==> src/design/ucx_defs.vh <==
// ucx_defs.vh: offsets, field positions, reset values and frame counts
// assumes inclusion by every serial port design file
`ifndef UCX_DEFS_VH
`define UCX_DEFS_VH

`define UCX_OFS_BAUD     8'h00
`define UCX_OFS_CTRL1    8'h04
`define UCX_OFS_CTRL2    8'h08
`define UCX_OFS_STAT1    8'h0C
`define UCX_OFS_DATA     8'h10

`define UCX_IDX_NONE     3'h0
`define UCX_IDX_BAUD     3'h1
`define UCX_IDX_CTRL1    3'h2
`define UCX_IDX_CTRL2    3'h3
`define UCX_IDX_STAT1    3'h4
`define UCX_IDX_DATA     3'h5

`define UCX_C2_TXE_IE    7
`define UCX_C2_DONE_IE   6
`define UCX_C2_RXF_IE    5
`define UCX_C2_IDLE_IE   4
`define UCX_C2_TX_ON     3
`define UCX_C2_RX_ON     2
`define UCX_C2_STANDBY   1
`define UCX_C2_BREAK     0

`define UCX_C1_LOOP      7
`define UCX_C1_SRC       5
`define UCX_C1_WAKE      3
`define UCX_C1_LONG_BRK  2
`define UCX_C1_SW_DIR    1

`define UCX_BAUD_RST     16'h0010
`define UCX_CTRL1_RST    8'h00
`define UCX_CTRL2_RST    8'h00

`define UCX_BREAK_SHORT  4'hA
`define UCX_BREAK_LONG   4'hD
`define UCX_IDLE_BITS    4'hA

`define UCX_RESP_OKAY    2'h0
`define UCX_RESP_SLVERR  2'h2

`endif

==> src/design/ucx_serial_port.v <==
// ucx_serial_port: serial port control, status, pins and register slave
// assumes an AXI4-Lite master on aclk and pins from outside the domain
//
// Register access over AXI4-Lite and the placing of the registers were chosen for this implementation.
`timescale 1ns/1ns
`include "ucx_defs.vh"
module ucx_serial_port (
  input  wire        aclk,
  input  wire        aresetn,
  input  wire [7:0]  s_axi_awaddr,
  input  wire        s_axi_awvalid,
  output wire        s_axi_awready,
  input  wire [31:0] s_axi_wdata,
  input  wire [3:0]  s_axi_wstrb,
  input  wire        s_axi_wvalid,
  output wire        s_axi_wready,
  output reg  [1:0]  s_axi_bresp,
  output reg         s_axi_bvalid,
  input  wire        s_axi_bready,
  input  wire [7:0]  s_axi_araddr,
  input  wire        s_axi_arvalid,
  output wire        s_axi_arready,
  output reg  [31:0] s_axi_rdata,
  output reg  [1:0]  s_axi_rresp,
  output reg         s_axi_rvalid,
  input  wire        s_axi_rready,
  input  wire        tx_pin_in,
  output wire        tx_pin_out,
  output wire        tx_pin_oe,
  input  wire        rx_pin_in,
  output wire        rx_pin_claim,
  output wire        irq
);
  localparam RX_IDLE  = 2'h0;
  localparam RX_START = 2'h1;
  localparam RX_DATA  = 2'h2;
  localparam RX_STOP  = 2'h3;

  function [2:0] reg_index;
    input [7:0] a;
    begin
      case ({a[7:2], 2'b00})
        `UCX_OFS_BAUD:  reg_index = `UCX_IDX_BAUD;
        `UCX_OFS_CTRL1: reg_index = `UCX_IDX_CTRL1;
        `UCX_OFS_CTRL2: reg_index = `UCX_IDX_CTRL2;
        `UCX_OFS_STAT1: reg_index = `UCX_IDX_STAT1;
        `UCX_OFS_DATA:  reg_index = `UCX_IDX_DATA;
        default:        reg_index = `UCX_IDX_NONE;
      endcase
    end
  endfunction

  reg        aw_held;
  reg        w_held;
  reg [7:0]  aw_addr;
  reg [31:0] w_data;
  reg [3:0]  w_strb;
  reg [15:0] bit_cycles;
  reg        loopback_sel;
  reg        rx_source_sel;
  reg        wake_sel;
  reg        long_break_sel;
  reg        single_wire_dir;
  reg        tx_empty_irq_en;
  reg        tx_done_irq_en;
  reg        rx_full_irq_en;
  reg        idle_irq_en;
  reg        tx_on;
  reg        rx_on;
  reg        rx_standby;
  reg        break_send;
  reg        tx_buf_empty;
  reg        tx_done;
  reg        rx_buf_full;
  reg        idle_flag;
  reg        overrun;
  reg [4:0]  arm;
  reg [7:0]  tx_buf;
  reg        buf_full;
  reg        idle_queued;
  reg        break_queued;
  reg        tx_hold;
  reg        tx_quiet_q;
  reg [1:0]  rx_state;
  reg [15:0] rx_cnt;
  reg [2:0]  rx_bitn;
  reg [7:0]  rx_shift;
  reg [7:0]  rx_data;
  reg        rx_line_q;
  reg        rx_seen;
  reg [15:0] high_cyc;
  reg [3:0]  high_bits;

  wire        tx_line;
  wire        tx_busy;
  wire [1:0]  pin_raw;
  wire [1:0]  pin_filt;

  // write channel: address and data accepted in either order
  assign s_axi_awready = !aw_held && !s_axi_bvalid;
  assign s_axi_wready  = !w_held && !s_axi_bvalid;
  wire        aw_take = s_axi_awvalid && s_axi_awready;
  wire        w_take  = s_axi_wvalid && s_axi_wready;
  wire [7:0]  wa      = aw_held ? aw_addr : s_axi_awaddr;
  wire [31:0] wd      = w_held ? w_data : s_axi_wdata;
  wire [3:0]  ws      = w_held ? w_strb : s_axi_wstrb;
  wire        wr_fire = (aw_held || aw_take) && (w_held || w_take);
  wire [2:0]  wsel    = reg_index(wa);
  wire        wr_c1   = wr_fire && ws[0] && (wsel == `UCX_IDX_CTRL1);
  wire        wr_c2   = wr_fire && ws[0] && (wsel == `UCX_IDX_CTRL2);
  wire        wr_data = wr_fire && ws[0] && (wsel == `UCX_IDX_DATA);

  assign s_axi_arready = !s_axi_rvalid;
  wire        rd_fire = s_axi_arvalid && s_axi_arready;
  wire [2:0]  rsel    = reg_index(s_axi_araddr);
  wire        rd_stat = rd_fire && (rsel == `UCX_IDX_STAT1);
  wire        rd_data = rd_fire && (rsel == `UCX_IDX_DATA);

  wire [7:0] ctrl1_val = {loopback_sel, 1'b0, rx_source_sel, 1'b0,
                          wake_sel, long_break_sel, single_wire_dir, 1'b0};
  wire [7:0] ctrl2_val = {tx_empty_irq_en, tx_done_irq_en, rx_full_irq_en,
                          idle_irq_en, tx_on, rx_on, rx_standby, break_send};
  wire [7:0] stat1_val = {tx_buf_empty, tx_done, rx_buf_full, idle_flag,
                          overrun, 3'b000};

  // transmit scheduling: break before idle before data
  wire tx_run   = tx_on || tx_hold;
  wire go_break = tx_run && !tx_busy &&
                  (break_queued || (break_send && tx_on));
  wire go_idle  = tx_run && !tx_busy && !go_break && idle_queued;
  wire go_data  = tx_run && !tx_busy && !go_break && !go_idle && buf_full;
  wire tx_pend  = tx_busy || buf_full || idle_queued || break_queued;
  wire tx_quiet = !tx_pend && !(break_send && tx_on);
  wire tx_own   = tx_on || tx_hold;
  wire single   = loopback_sel && rx_source_sel;
  wire rise_on  = wr_c2 && wd[`UCX_C2_TX_ON] && !tx_on;

  assign tx_pin_out   = tx_line;
  assign tx_pin_oe    = tx_own && (!single || single_wire_dir);
  assign rx_pin_claim = rx_on && !loopback_sel;

  // receiver source: internal loop, single wire, or own pin
  wire rx_line = loopback_sel ? (rx_source_sel ? pin_filt[1] : tx_line)
                              : pin_filt[0];

  wire rx_tick  = (rx_cnt == 16'h0000);
  wire rx_done  = rx_on && (rx_state == RX_STOP) && rx_tick;
  wire idle_evt = rx_on && (rx_state == RX_IDLE) && rx_line &&
                  (high_bits == `UCX_IDLE_BITS - 4'h1) &&
                  (high_cyc == bit_cycles - 16'h0001);
  wire wake_mark = rx_done && rx_standby && wake_sel && rx_shift[7];
  wire wake_idle = idle_evt && rx_standby && !wake_sel;
  wire deliver   = rx_done && (!rx_standby || wake_mark);
  // a data read in the same cycle, armed by a status read (arm[2]), frees the buffer, so no overrun then
  wire rx_room   = !rx_buf_full || (arm[2] && rd_data);

  assign irq = (tx_empty_irq_en && tx_buf_empty) ||
               (tx_done_irq_en && tx_done) ||
               (rx_full_irq_en && rx_buf_full) ||
               (idle_irq_en && idle_flag);

  assign pin_raw = {tx_pin_in, rx_pin_in};

  // the filtered level moves only once stages two and three agree
  genvar g;
  generate
    for (g = 0; g < 2; g = g + 1) begin : g_sync
      reg s1;
      reg s2;
      reg s3;
      reg filt;
      always @(posedge aclk) begin
        if (!aresetn) begin
          s1   <= 1'b1;
          s2   <= 1'b1;
          s3   <= 1'b1;
          filt <= 1'b1;
        end else begin
          s1 <= pin_raw[g];
          s2 <= s1;
          s3 <= s2;
          if (s2 == s3) begin
            filt <= s3;
          end
        end
      end
      assign pin_filt[g] = filt;
    end
  endgenerate

  ucx_tx u_tx (
    .aclk       (aclk),
    .aresetn    (aresetn),
    .bit_cycles (bit_cycles),
    .go_data    (go_data),
    .go_break   (go_break),
    .go_idle    (go_idle),
    .long_break (long_break_sel),
    .data       (tx_buf),
    .line       (tx_line),
    .busy       (tx_busy)
  );

  // bus slave and configuration registers
  always @(posedge aclk) begin
    if (!aresetn) begin
      aw_held      <= 1'b0;
      w_held       <= 1'b0;
      aw_addr      <= 8'h00;
      w_data       <= 32'h00000000;
      w_strb       <= 4'h0;
      s_axi_bvalid <= 1'b0;
      s_axi_bresp  <= `UCX_RESP_OKAY;
      s_axi_rvalid <= 1'b0;
      s_axi_rresp  <= `UCX_RESP_OKAY;
      s_axi_rdata  <= 32'h00000000;
      bit_cycles   <= `UCX_BAUD_RST;
      {loopback_sel, rx_source_sel, wake_sel} <= 3'h0;
      {long_break_sel, single_wire_dir} <= 2'h0;
      {tx_empty_irq_en, tx_done_irq_en} <= 2'h0;
      {rx_full_irq_en, idle_irq_en, tx_on, rx_on} <= 4'h0;
      break_send   <= 1'b0;
    end else begin
      if (wr_fire) begin
        aw_held      <= 1'b0;
        w_held       <= 1'b0;
        s_axi_bvalid <= 1'b1;
        s_axi_bresp  <= (wsel == `UCX_IDX_NONE) ? `UCX_RESP_SLVERR
                                                : `UCX_RESP_OKAY;
      end else begin
        if (aw_take) begin
          aw_held <= 1'b1;
          aw_addr <= s_axi_awaddr;
        end
        if (w_take) begin
          w_held <= 1'b1;
          w_data <= s_axi_wdata;
          w_strb <= s_axi_wstrb;
        end
        if (s_axi_bvalid && s_axi_bready) begin
          s_axi_bvalid <= 1'b0;
        end
      end
      if (rd_fire) begin
        s_axi_rvalid <= 1'b1;
        s_axi_rresp  <= (rsel == `UCX_IDX_NONE) ? `UCX_RESP_SLVERR
                                                : `UCX_RESP_OKAY;
        case (rsel)
          `UCX_IDX_BAUD:  s_axi_rdata <= {16'h0000, bit_cycles};
          `UCX_IDX_CTRL1: s_axi_rdata <= {24'h000000, ctrl1_val};
          `UCX_IDX_CTRL2: s_axi_rdata <= {24'h000000, ctrl2_val};
          `UCX_IDX_STAT1: s_axi_rdata <= {24'h000000, stat1_val};
          `UCX_IDX_DATA:  s_axi_rdata <= {24'h000000, rx_data};
          default:        s_axi_rdata <= 32'h00000000;
        endcase
      end else if (s_axi_rvalid && s_axi_rready) begin
        s_axi_rvalid <= 1'b0;
      end
      if (wr_fire && (wsel == `UCX_IDX_BAUD)) begin
        if (ws[0]) begin
          bit_cycles[7:0] <= wd[7:0];
        end
        if (ws[1]) begin
          bit_cycles[15:8] <= wd[15:8];
        end
      end
      if (wr_c1) begin
        loopback_sel    <= wd[`UCX_C1_LOOP];
        rx_source_sel   <= wd[`UCX_C1_SRC];
        wake_sel        <= wd[`UCX_C1_WAKE];
        long_break_sel  <= wd[`UCX_C1_LONG_BRK];
        single_wire_dir <= wd[`UCX_C1_SW_DIR];
      end
      // status one writes fall through with no effect
      if (wr_c2) begin
        tx_empty_irq_en <= wd[`UCX_C2_TXE_IE];
        tx_done_irq_en  <= wd[`UCX_C2_DONE_IE];
        rx_full_irq_en  <= wd[`UCX_C2_RXF_IE];
        idle_irq_en     <= wd[`UCX_C2_IDLE_IE];
        tx_on           <= wd[`UCX_C2_TX_ON];
        rx_on           <= wd[`UCX_C2_RX_ON];
        break_send      <= wd[`UCX_C2_BREAK];
      end
    end
  end

  // transmit side queues and flags; a set always beats a clear
  always @(posedge aclk) begin
    if (!aresetn) begin
      tx_buf       <= 8'h00;
      buf_full     <= 1'b0;
      idle_queued  <= 1'b0;
      break_queued <= 1'b0;
      tx_hold      <= 1'b0;
      tx_quiet_q   <= 1'b1;
      tx_buf_empty <= 1'b1;
      tx_done      <= 1'b1;
      arm          <= 5'h00;
    end else begin
      if (rd_stat) begin
        arm <= stat1_val[7:3];
      end
      if (wr_data) begin
        tx_buf <= wd[7:0];
      end
      if (wr_data) begin
        buf_full <= 1'b1;
      end else if (go_data) begin
        buf_full <= 1'b0;
      end
      if (rise_on) begin
        idle_queued <= 1'b1;
      end else if (go_idle) begin
        idle_queued <= 1'b0;
      end
      if (wr_c2 && wd[`UCX_C2_BREAK] && !break_send) begin
        break_queued <= 1'b1;
      end else if (go_break) begin
        break_queued <= 1'b0;
      end
      // keeps the pin and the scheduler alive while work drains
      tx_hold    <= (tx_on || tx_hold) && tx_pend;
      tx_quiet_q <= tx_quiet;
      if (go_data) begin
        tx_buf_empty <= 1'b1;
      end else if (arm[4] && wr_data) begin
        tx_buf_empty <= 1'b0;
      end
      if (tx_quiet && !tx_quiet_q) begin
        tx_done <= 1'b1;
      end else if (arm[3] && (wr_data || rise_on ||
                   (wr_c2 && wd[`UCX_C2_BREAK]))) begin
        tx_done <= 1'b0;
      end
    end
  end

  // receiver: start detect, mid-bit sampling, eight data bits, stop
  always @(posedge aclk) begin
    if (!aresetn) begin
      rx_state  <= RX_IDLE;
      rx_cnt    <= 16'h0000;
      rx_bitn   <= 3'h0;
      rx_shift  <= 8'h00;
      rx_line_q <= 1'b1;
    end else if (!rx_on) begin
      rx_state  <= RX_IDLE;
      rx_line_q <= 1'b1;
    end else begin
      rx_line_q <= rx_line;
      case (rx_state)
        RX_IDLE: begin
          rx_cnt <= {1'b0, bit_cycles[15:1]};
          if (rx_line_q && !rx_line) begin
            rx_state <= RX_START;
          end
        end
        RX_START: begin
          if (!rx_tick) begin
            rx_cnt <= rx_cnt - 16'h0001;
          end else begin
            rx_cnt   <= bit_cycles - 16'h0001;
            rx_bitn  <= 3'h0;
            // a glitch shorter than half a bit is dropped
            rx_state <= rx_line ? RX_IDLE : RX_DATA;
          end
        end
        RX_DATA: begin
          if (!rx_tick) begin
            rx_cnt <= rx_cnt - 16'h0001;
          end else begin
            rx_cnt   <= bit_cycles - 16'h0001;
            rx_shift <= {rx_line, rx_shift[7:1]};
            rx_bitn  <= rx_bitn + 3'h1;
            if (rx_bitn == 3'h7) begin
              rx_state <= RX_STOP;
            end
          end
        end
        RX_STOP: begin
          if (!rx_tick) begin
            rx_cnt <= rx_cnt - 16'h0001;
          end else begin
            rx_state <= RX_IDLE;
          end
        end
        default: rx_state <= RX_IDLE;
      endcase
    end
  end

  // idle counting starts from the middle of the stop bit
  always @(posedge aclk) begin
    if (!aresetn) begin
      high_cyc  <= 16'h0000;
      high_bits <= 4'h0;
    end else if (!rx_on || (rx_state != RX_IDLE) || !rx_line) begin
      high_cyc  <= 16'h0000;
      high_bits <= 4'h0;
    end else if (high_bits != `UCX_IDLE_BITS) begin
      if (high_cyc == bit_cycles - 16'h0001) begin
        high_cyc  <= 16'h0000;
        high_bits <= high_bits + 4'h1;
      end else begin
        high_cyc <= high_cyc + 16'h0001;
      end
    end
  end

  // receive flags and standby
  always @(posedge aclk) begin
    if (!aresetn) begin
      rx_data     <= 8'h00;
      rx_buf_full <= 1'b0;
      overrun     <= 1'b0;
      idle_flag   <= 1'b0;
      rx_seen     <= 1'b0;
      rx_standby  <= 1'b0;
    end else begin
      if (deliver && rx_room) begin
        rx_data     <= rx_shift;
        rx_buf_full <= 1'b1;
      end else if (arm[2] && rd_data) begin
        rx_buf_full <= 1'b0;
      end
      if (deliver && !rx_room) begin
        overrun <= 1'b1;
      end else if (arm[0] && rd_data) begin
        overrun <= 1'b0;
      end
      // idle reports once per burst of received characters
      if (idle_evt && rx_seen && !rx_standby) begin
        idle_flag <= 1'b1;
        rx_seen   <= 1'b0;
      end else begin
        if (arm[1] && rd_data) begin
          idle_flag <= 1'b0;
        end
        if (deliver && rx_room) begin
          rx_seen <= 1'b1;
        end
      end
      if (wr_c2) begin
        rx_standby <= wd[`UCX_C2_STANDBY];
      end else if (wake_mark || wake_idle) begin
        rx_standby <= 1'b0;
      end
    end
  end
endmodule // ucx_serial_port

==> src/design/ucx_tx.v <==
// ucx_tx: frame shifter for data, break and idle characters
// assumes bit_cycles >= 1 and start requests only while not busy
`timescale 1ns/1ns
`include "ucx_defs.vh"
module ucx_tx (
  input  wire        aclk,
  input  wire        aresetn,
  input  wire [15:0] bit_cycles,
  input  wire        go_data,
  input  wire        go_break,
  input  wire        go_idle,
  input  wire        long_break,
  input  wire [7:0]  data,
  output reg         line,
  output wire        busy
);
  reg [12:0] shift;
  reg [3:0]  bits_left;
  reg [15:0] cyc;

  assign busy = (bits_left != 4'h0);

  always @(posedge aclk) begin
    if (!aresetn) begin
      shift     <= 13'h1FFF;
      bits_left <= 4'h0;
      cyc       <= 16'h0000;
      line      <= 1'b1;
    end else if (!busy) begin
      cyc <= 16'h0000;
      if (go_break) begin
        // all zeros, no stop bit inside the break itself
        shift     <= 13'h0000;
        line      <= 1'b0;
        bits_left <= long_break ? `UCX_BREAK_LONG : `UCX_BREAK_SHORT;
      end else if (go_idle) begin
        shift     <= 13'h1FFF;
        line      <= 1'b1;
        bits_left <= `UCX_IDLE_BITS;
      end else if (go_data) begin
        // start bit goes out now, data lsb first then stop
        shift     <= {4'hF, 1'b1, data};
        line      <= 1'b0;
        bits_left <= 4'hA;
      end else begin
        line <= 1'b1;
      end
    end else if (cyc == bit_cycles - 16'h0001) begin
      cyc       <= 16'h0000;
      bits_left <= bits_left - 4'h1;
      shift     <= {1'b1, shift[12:1]};
      line      <= (bits_left == 4'h1) ? 1'b1 : shift[0];
    end else begin
      cyc <= cyc + 16'h0001;
    end
  end
endmodule // ucx_tx
==> config.mk <==
export PLATFORM = sky130hd
export DESIGN_NAME = ucx_serial_port
export DESIGN_NICKNAME = d
export VERILOG_FILES = /design/src/design/ucx_serial_port.v /design/src/design/ucx_tx.v
export VERILOG_INCLUDE_DIRS = /design/src /design/src/design
export SDC_FILE = /design/constraint.sdc
export NUM_CORES = 1
export LEC_CHECK = 0
export BUFFER_PORTS_ARGS = -buffer_cell sky130_fd_sc_hd__buf_2
export CAP_MARGIN = 10
export CORE_UTILIZATION = 45
export CTS_CLUSTER_DIAMETER = 30
export CTS_CLUSTER_SIZE = 30
export DETAILED_ROUTE_END_ITERATION = 16
export PLACE_DENSITY = 0.73
export SLEW_MARGIN = 25
export SYNTH_ARGS = -nofsm -noshare
export SYNTH_HDL_FRONTEND = slang
export SYNTH_HIERARCHICAL = 1
export SYNTH_SLANG_ARGS = --single-unit
==> constraint.sdc <==
create_clock -name aclk -period 3.4 [get_ports aclk]
set_input_delay 0.17 -clock aclk [delete_from_list [all_inputs] [get_ports aclk]]
set_output_delay 0.17 -clock aclk [all_outputs]
set_load 0.02 [all_outputs]
==> impl_metrics.tcl <==
set metrics [dict create \
    initial_core_util 0.4568 \
    crit_path_start_kind "flip-flop" \
    slew_viol_final 0 \
    grt_pass1_vias 9044 \
    worst_pin_slew_ns 0.9939 \
    portBuffers 65 \
    outcome "finished clean" \
    yosysSeqAreaShare 0.3597 \
    ir_drop_mv 0.2764 \
    setup_slack_ns 0.2395 \
    power.leakage_nw 5.180 \
    cp_slowest_stage_delay_ns 0.65 \
    cp_top_family "simple AND/OR/NAND/NOR gates" \
    synth_cell_types 84 \
    r2r_end "high_cyc[5]" \
    post-route-util 0.5186 \
    wl_per_cell_um 16.62 \
    crit_required_ns 3.71 \
    hold_ws_ns 0.002159 \
    place_congestion 0.9400 \
    final_common_cell "dfxtp_1" \
    wl_um 28600 \
    rows 57 \
    r2r-start "bit_cycles[1]" \
    rrSetupSlack_ns 0.24 \
    slowest_stage "or4_1" \
    busiest_layer "met2" \
    finalNonFillerCells 1721 \
    core_area_um2 24250 \
    drt_iter0_markers 914 \
    fmax_mhz 316.4 \
    cellPowerDensity_nw_per_um2 391.4 \
    synth-seq-cells 199 \
    fin_skew_ns 0.01827 \
    die_h_um 158.9 \
    grtUsageTotal 0.2253 \
    grtUsageMet3 0.03318 \
    hp-class "in -> reg" \
    maxSlewHeadroom 0.3359 \
    maxCapViolCount 0 \
    root_buffer "clkbuf_16" \
    cp-endpoint "high_cyc[5]" \
    path_cells "buf_4 -> or4_1 -> or4_1 -> nand3_1 -> nor4bb_1 -> and4_4 -> and3_4 -> buf_4 -> nor3_1" \
    fin_crit_ns 3.161 \
    insertion_delay_ns 0.46 \
    die_area_um2 25250 \
    worstPathMaxFanout 13 \
    path_buf_inv 2 \
    synthFlopType "dfxtp_1" \
    route.vias.total 9886 \
    grt_start_max_net_pins 78 \
    antenna_found_initial 0 \
    use_met2 0.3616 \
    dp_hpwl_um 19940 \
    met1_usage 0.3054 \
    finalHoldViolations 0 \
    finalCritPeriodShare 0.9296 \
    grt_setup_unrepaired "no" \
    async_flop_share 0 \
    viasPerCell 5.744 \
    cts_buffer_depth 2 \
    ant_nets 0 \
    min-delay-start "s_axi_awaddr[7]" \
    grt_pass1_wl_um 46430 \
    synth-edff-count 0 \
    tns_ns 0 \
    fin_nets 1462 \
    io-pin-count 106 \
    postSynthAreaPerCell_um2 8.404 \
    dr.pass1.iters 8 \
    setup_viol 0 \
    htree_num_levels 4 \
    place_inst 1665 \
    postCtsSetupBuffers 0 \
    cp-startpoint "bit_cycles[1]" \
    ys_warn_count 6 \
    cts_tree "done" \
    die_x_um 158.9 \
    clkSinkCount 199 \
    r2r_cells 9 \
    dpl_worst_slack_ns 0.1764 \
    synthCells 1318 \
    layout-drive-gt1-share 0.1274 \
    tritoncts.num_buffers 17 \
    gr-total-overflow 0 \
    cp.depth 9 \
    setup.worst_path.class "reg -> reg" \
    cp_data_arrival_time_ns 3.47 \
    syn-cell-area_um2 11080 \
    drc 0 \
    antenna_cells 0 \
    area_delta_synth_final_pct 13.52 \
    cp-end-kind "flip-flop" \
    cts.clk_slew.worst_paths_ns 0.09 \
    fill_cells 2289 \
    final_cell_mix "199 x dfxtp_1, 174 x nand2_1, 85 x nor2_1" \
]
-- per-stage QoR --
| stage | power (mW) | cell area [um^2] |
|---|---|---|
| 2_1_floorplan | 2.712 | 11140 |
| 3_3_place_gp | 2.813 | 11690 |
| 3_5_place_dp | 2.818 | 11700 |
| 4_1_cts | 4.953 | 12570 |
| 5_1_grt | 5.089 | 12570 |
| 6_report | 4.922 | 12570 |
-- cell usage after synthesis (all sizes together) (3+ instances only) --
cell | count | share of area
a211oi | 17 | 0.012
a21boi | 42 | 0.028
a21o | 3 | 0.0020
a21oi | 32 | 0.014
a221oi | 6 | 0.0047
a222oi | 5 | 0.0045
a22o | 6 | 0.0047
a22oi | 11 | 0.0075
a311oi | 6 | 0.0047
a31oi | 12 | 0.0068
and2 | 22 | 0.012
and3 | 14 | 0.0084
and4b | 4 | 0.0036
buf | 35 | 0.022
clkbuf | 65 | 0.022
dfxtp | 199 | 0.36
ha | 17 | 0.019
inv | 32 | 0.011
mux2 | 7 | 0.0075
mux2i | 52 | 0.047
nand2 | 174 | 0.059
nand2b | 16 | 0.0090
nand3 | 42 | 0.019
nand3b | 8 | 0.0054
nand4 | 16 | 0.0090
nor2 | 85 | 0.029
nor2b | 42 | 0.024
nor3 | 55 | 0.030
nor3b | 9 | 0.0061
nor4 | 22 | 0.014
o211a | 38 | 0.034
o211ai | 9 | 0.0066
o21ai | 45 | 0.020
o21bai | 3 | 0.0020
o221ai | 4 | 0.0032
o22ai | 3 | 0.0017
o311a | 3 | 0.0027
o31ai | 3 | 0.0020
or2 | 5 | 0.0028
or3 | 14 | 0.0088
or3b | 3 | 0.0024
or4 | 13 | 0.0098
xnor2 | 49 | 0.039
xor2 | 37 | 0.029
-- sequential cells by signal, indices dropped and copies added (netlist names), 3 cells and up, named ones only --
| register | flops |
|---|---|
| tx_buf | 8 |
| u_tx/bits_left | 4 |
| u_tx/cyc | 16 |
| s_axi_rdata | 16 |
| high_cyc | 16 |
| rx_data | 8 |
| aw_addr | 6 |
| rx_shift | 8 |
| rx_cnt | 16 |
| high_bits | 4 |
| rx_bitn | 3 |
| bit_cycles | 16 |
| w_data | 16 |
| arm | 5 |
| u_tx/shift | 13 |
-- routing by layer --
layer | vias up | routed length (um) | share of wire
met5 | - | 0 | 0
met4 | 0 | 775 | 0.027
met3 | 62 | 1523 | 0.053
met2 | 332 | 13070 | 0.46
met1 | 4705 | 13230 | 0.46
li1 | 4787 | - | -
-- report_power, final --
part	internal [mW]	leakage [nW]	total (mW)	switching [mW]
Sequential	2.36	1.61	2.39	0.0281
Clock	1.03	0.306	2.13	1.10
Combinational	0.154	3.27	0.402	0.248
Total	3.54	5.18	4.92	1.38
-- cells by family after synthesis --
kind of cell	after synthesis	share of synthesized area
AND/OR/NAND/NOR	557	0.2630
XOR/XNOR	88	0.07207
flip-flops	199	0.3597
adder cells (fa/ha/maj)	17	0.01920
other	1	0.0003385
AO/OA/AOI/OAI	264	0.1756
buffers and inverters	133	0.05569
multiplexers	59	0.05444
-- layout make-up --
cell class	instances	area (um^2)	area share
inverters	33	123.9	0.009851
flip-flops and latches	199	3984	0.3168
repair buffers	130	875.8	0.06965
well taps	324	405.4	0.03224
clock inverters	15	205.2	0.01632
multi-input cells	1003	6555	0.5213
clock buffers	17	425.4	0.03383
-- timing repair --
| item | CTS | global route |
|---|---|---|
| hold buffers | 24 | 0 |
| endpoints found under the hold margin | 23 | 0 |
| endpoints found under the setup margin | 0 | 10 |
| gates resized for setup | 0 | 1 |
-- worst min-delay path: cells and delay by family --
family,cells,cell delay [ns]
and+or+nand+nor,1,0.10
muxes,1,0.07
buffers and inverters,1,0.09
-- worst min-delay path by stage --
stage	cells after the start	slack, ns	endpoint
after floorplan	1	0.27	g_sync[0].s1
after global placement	2	0.35	g_sync[0].s1
after CTS	3	0.004	aw_addr[7]
final	3	0.002	aw_addr[7]
after global routing	3	0.008	aw_addr[4]
after detailed placement	2	0.35	g_sync[0].s1
Power figures use the tool's default switching activity.
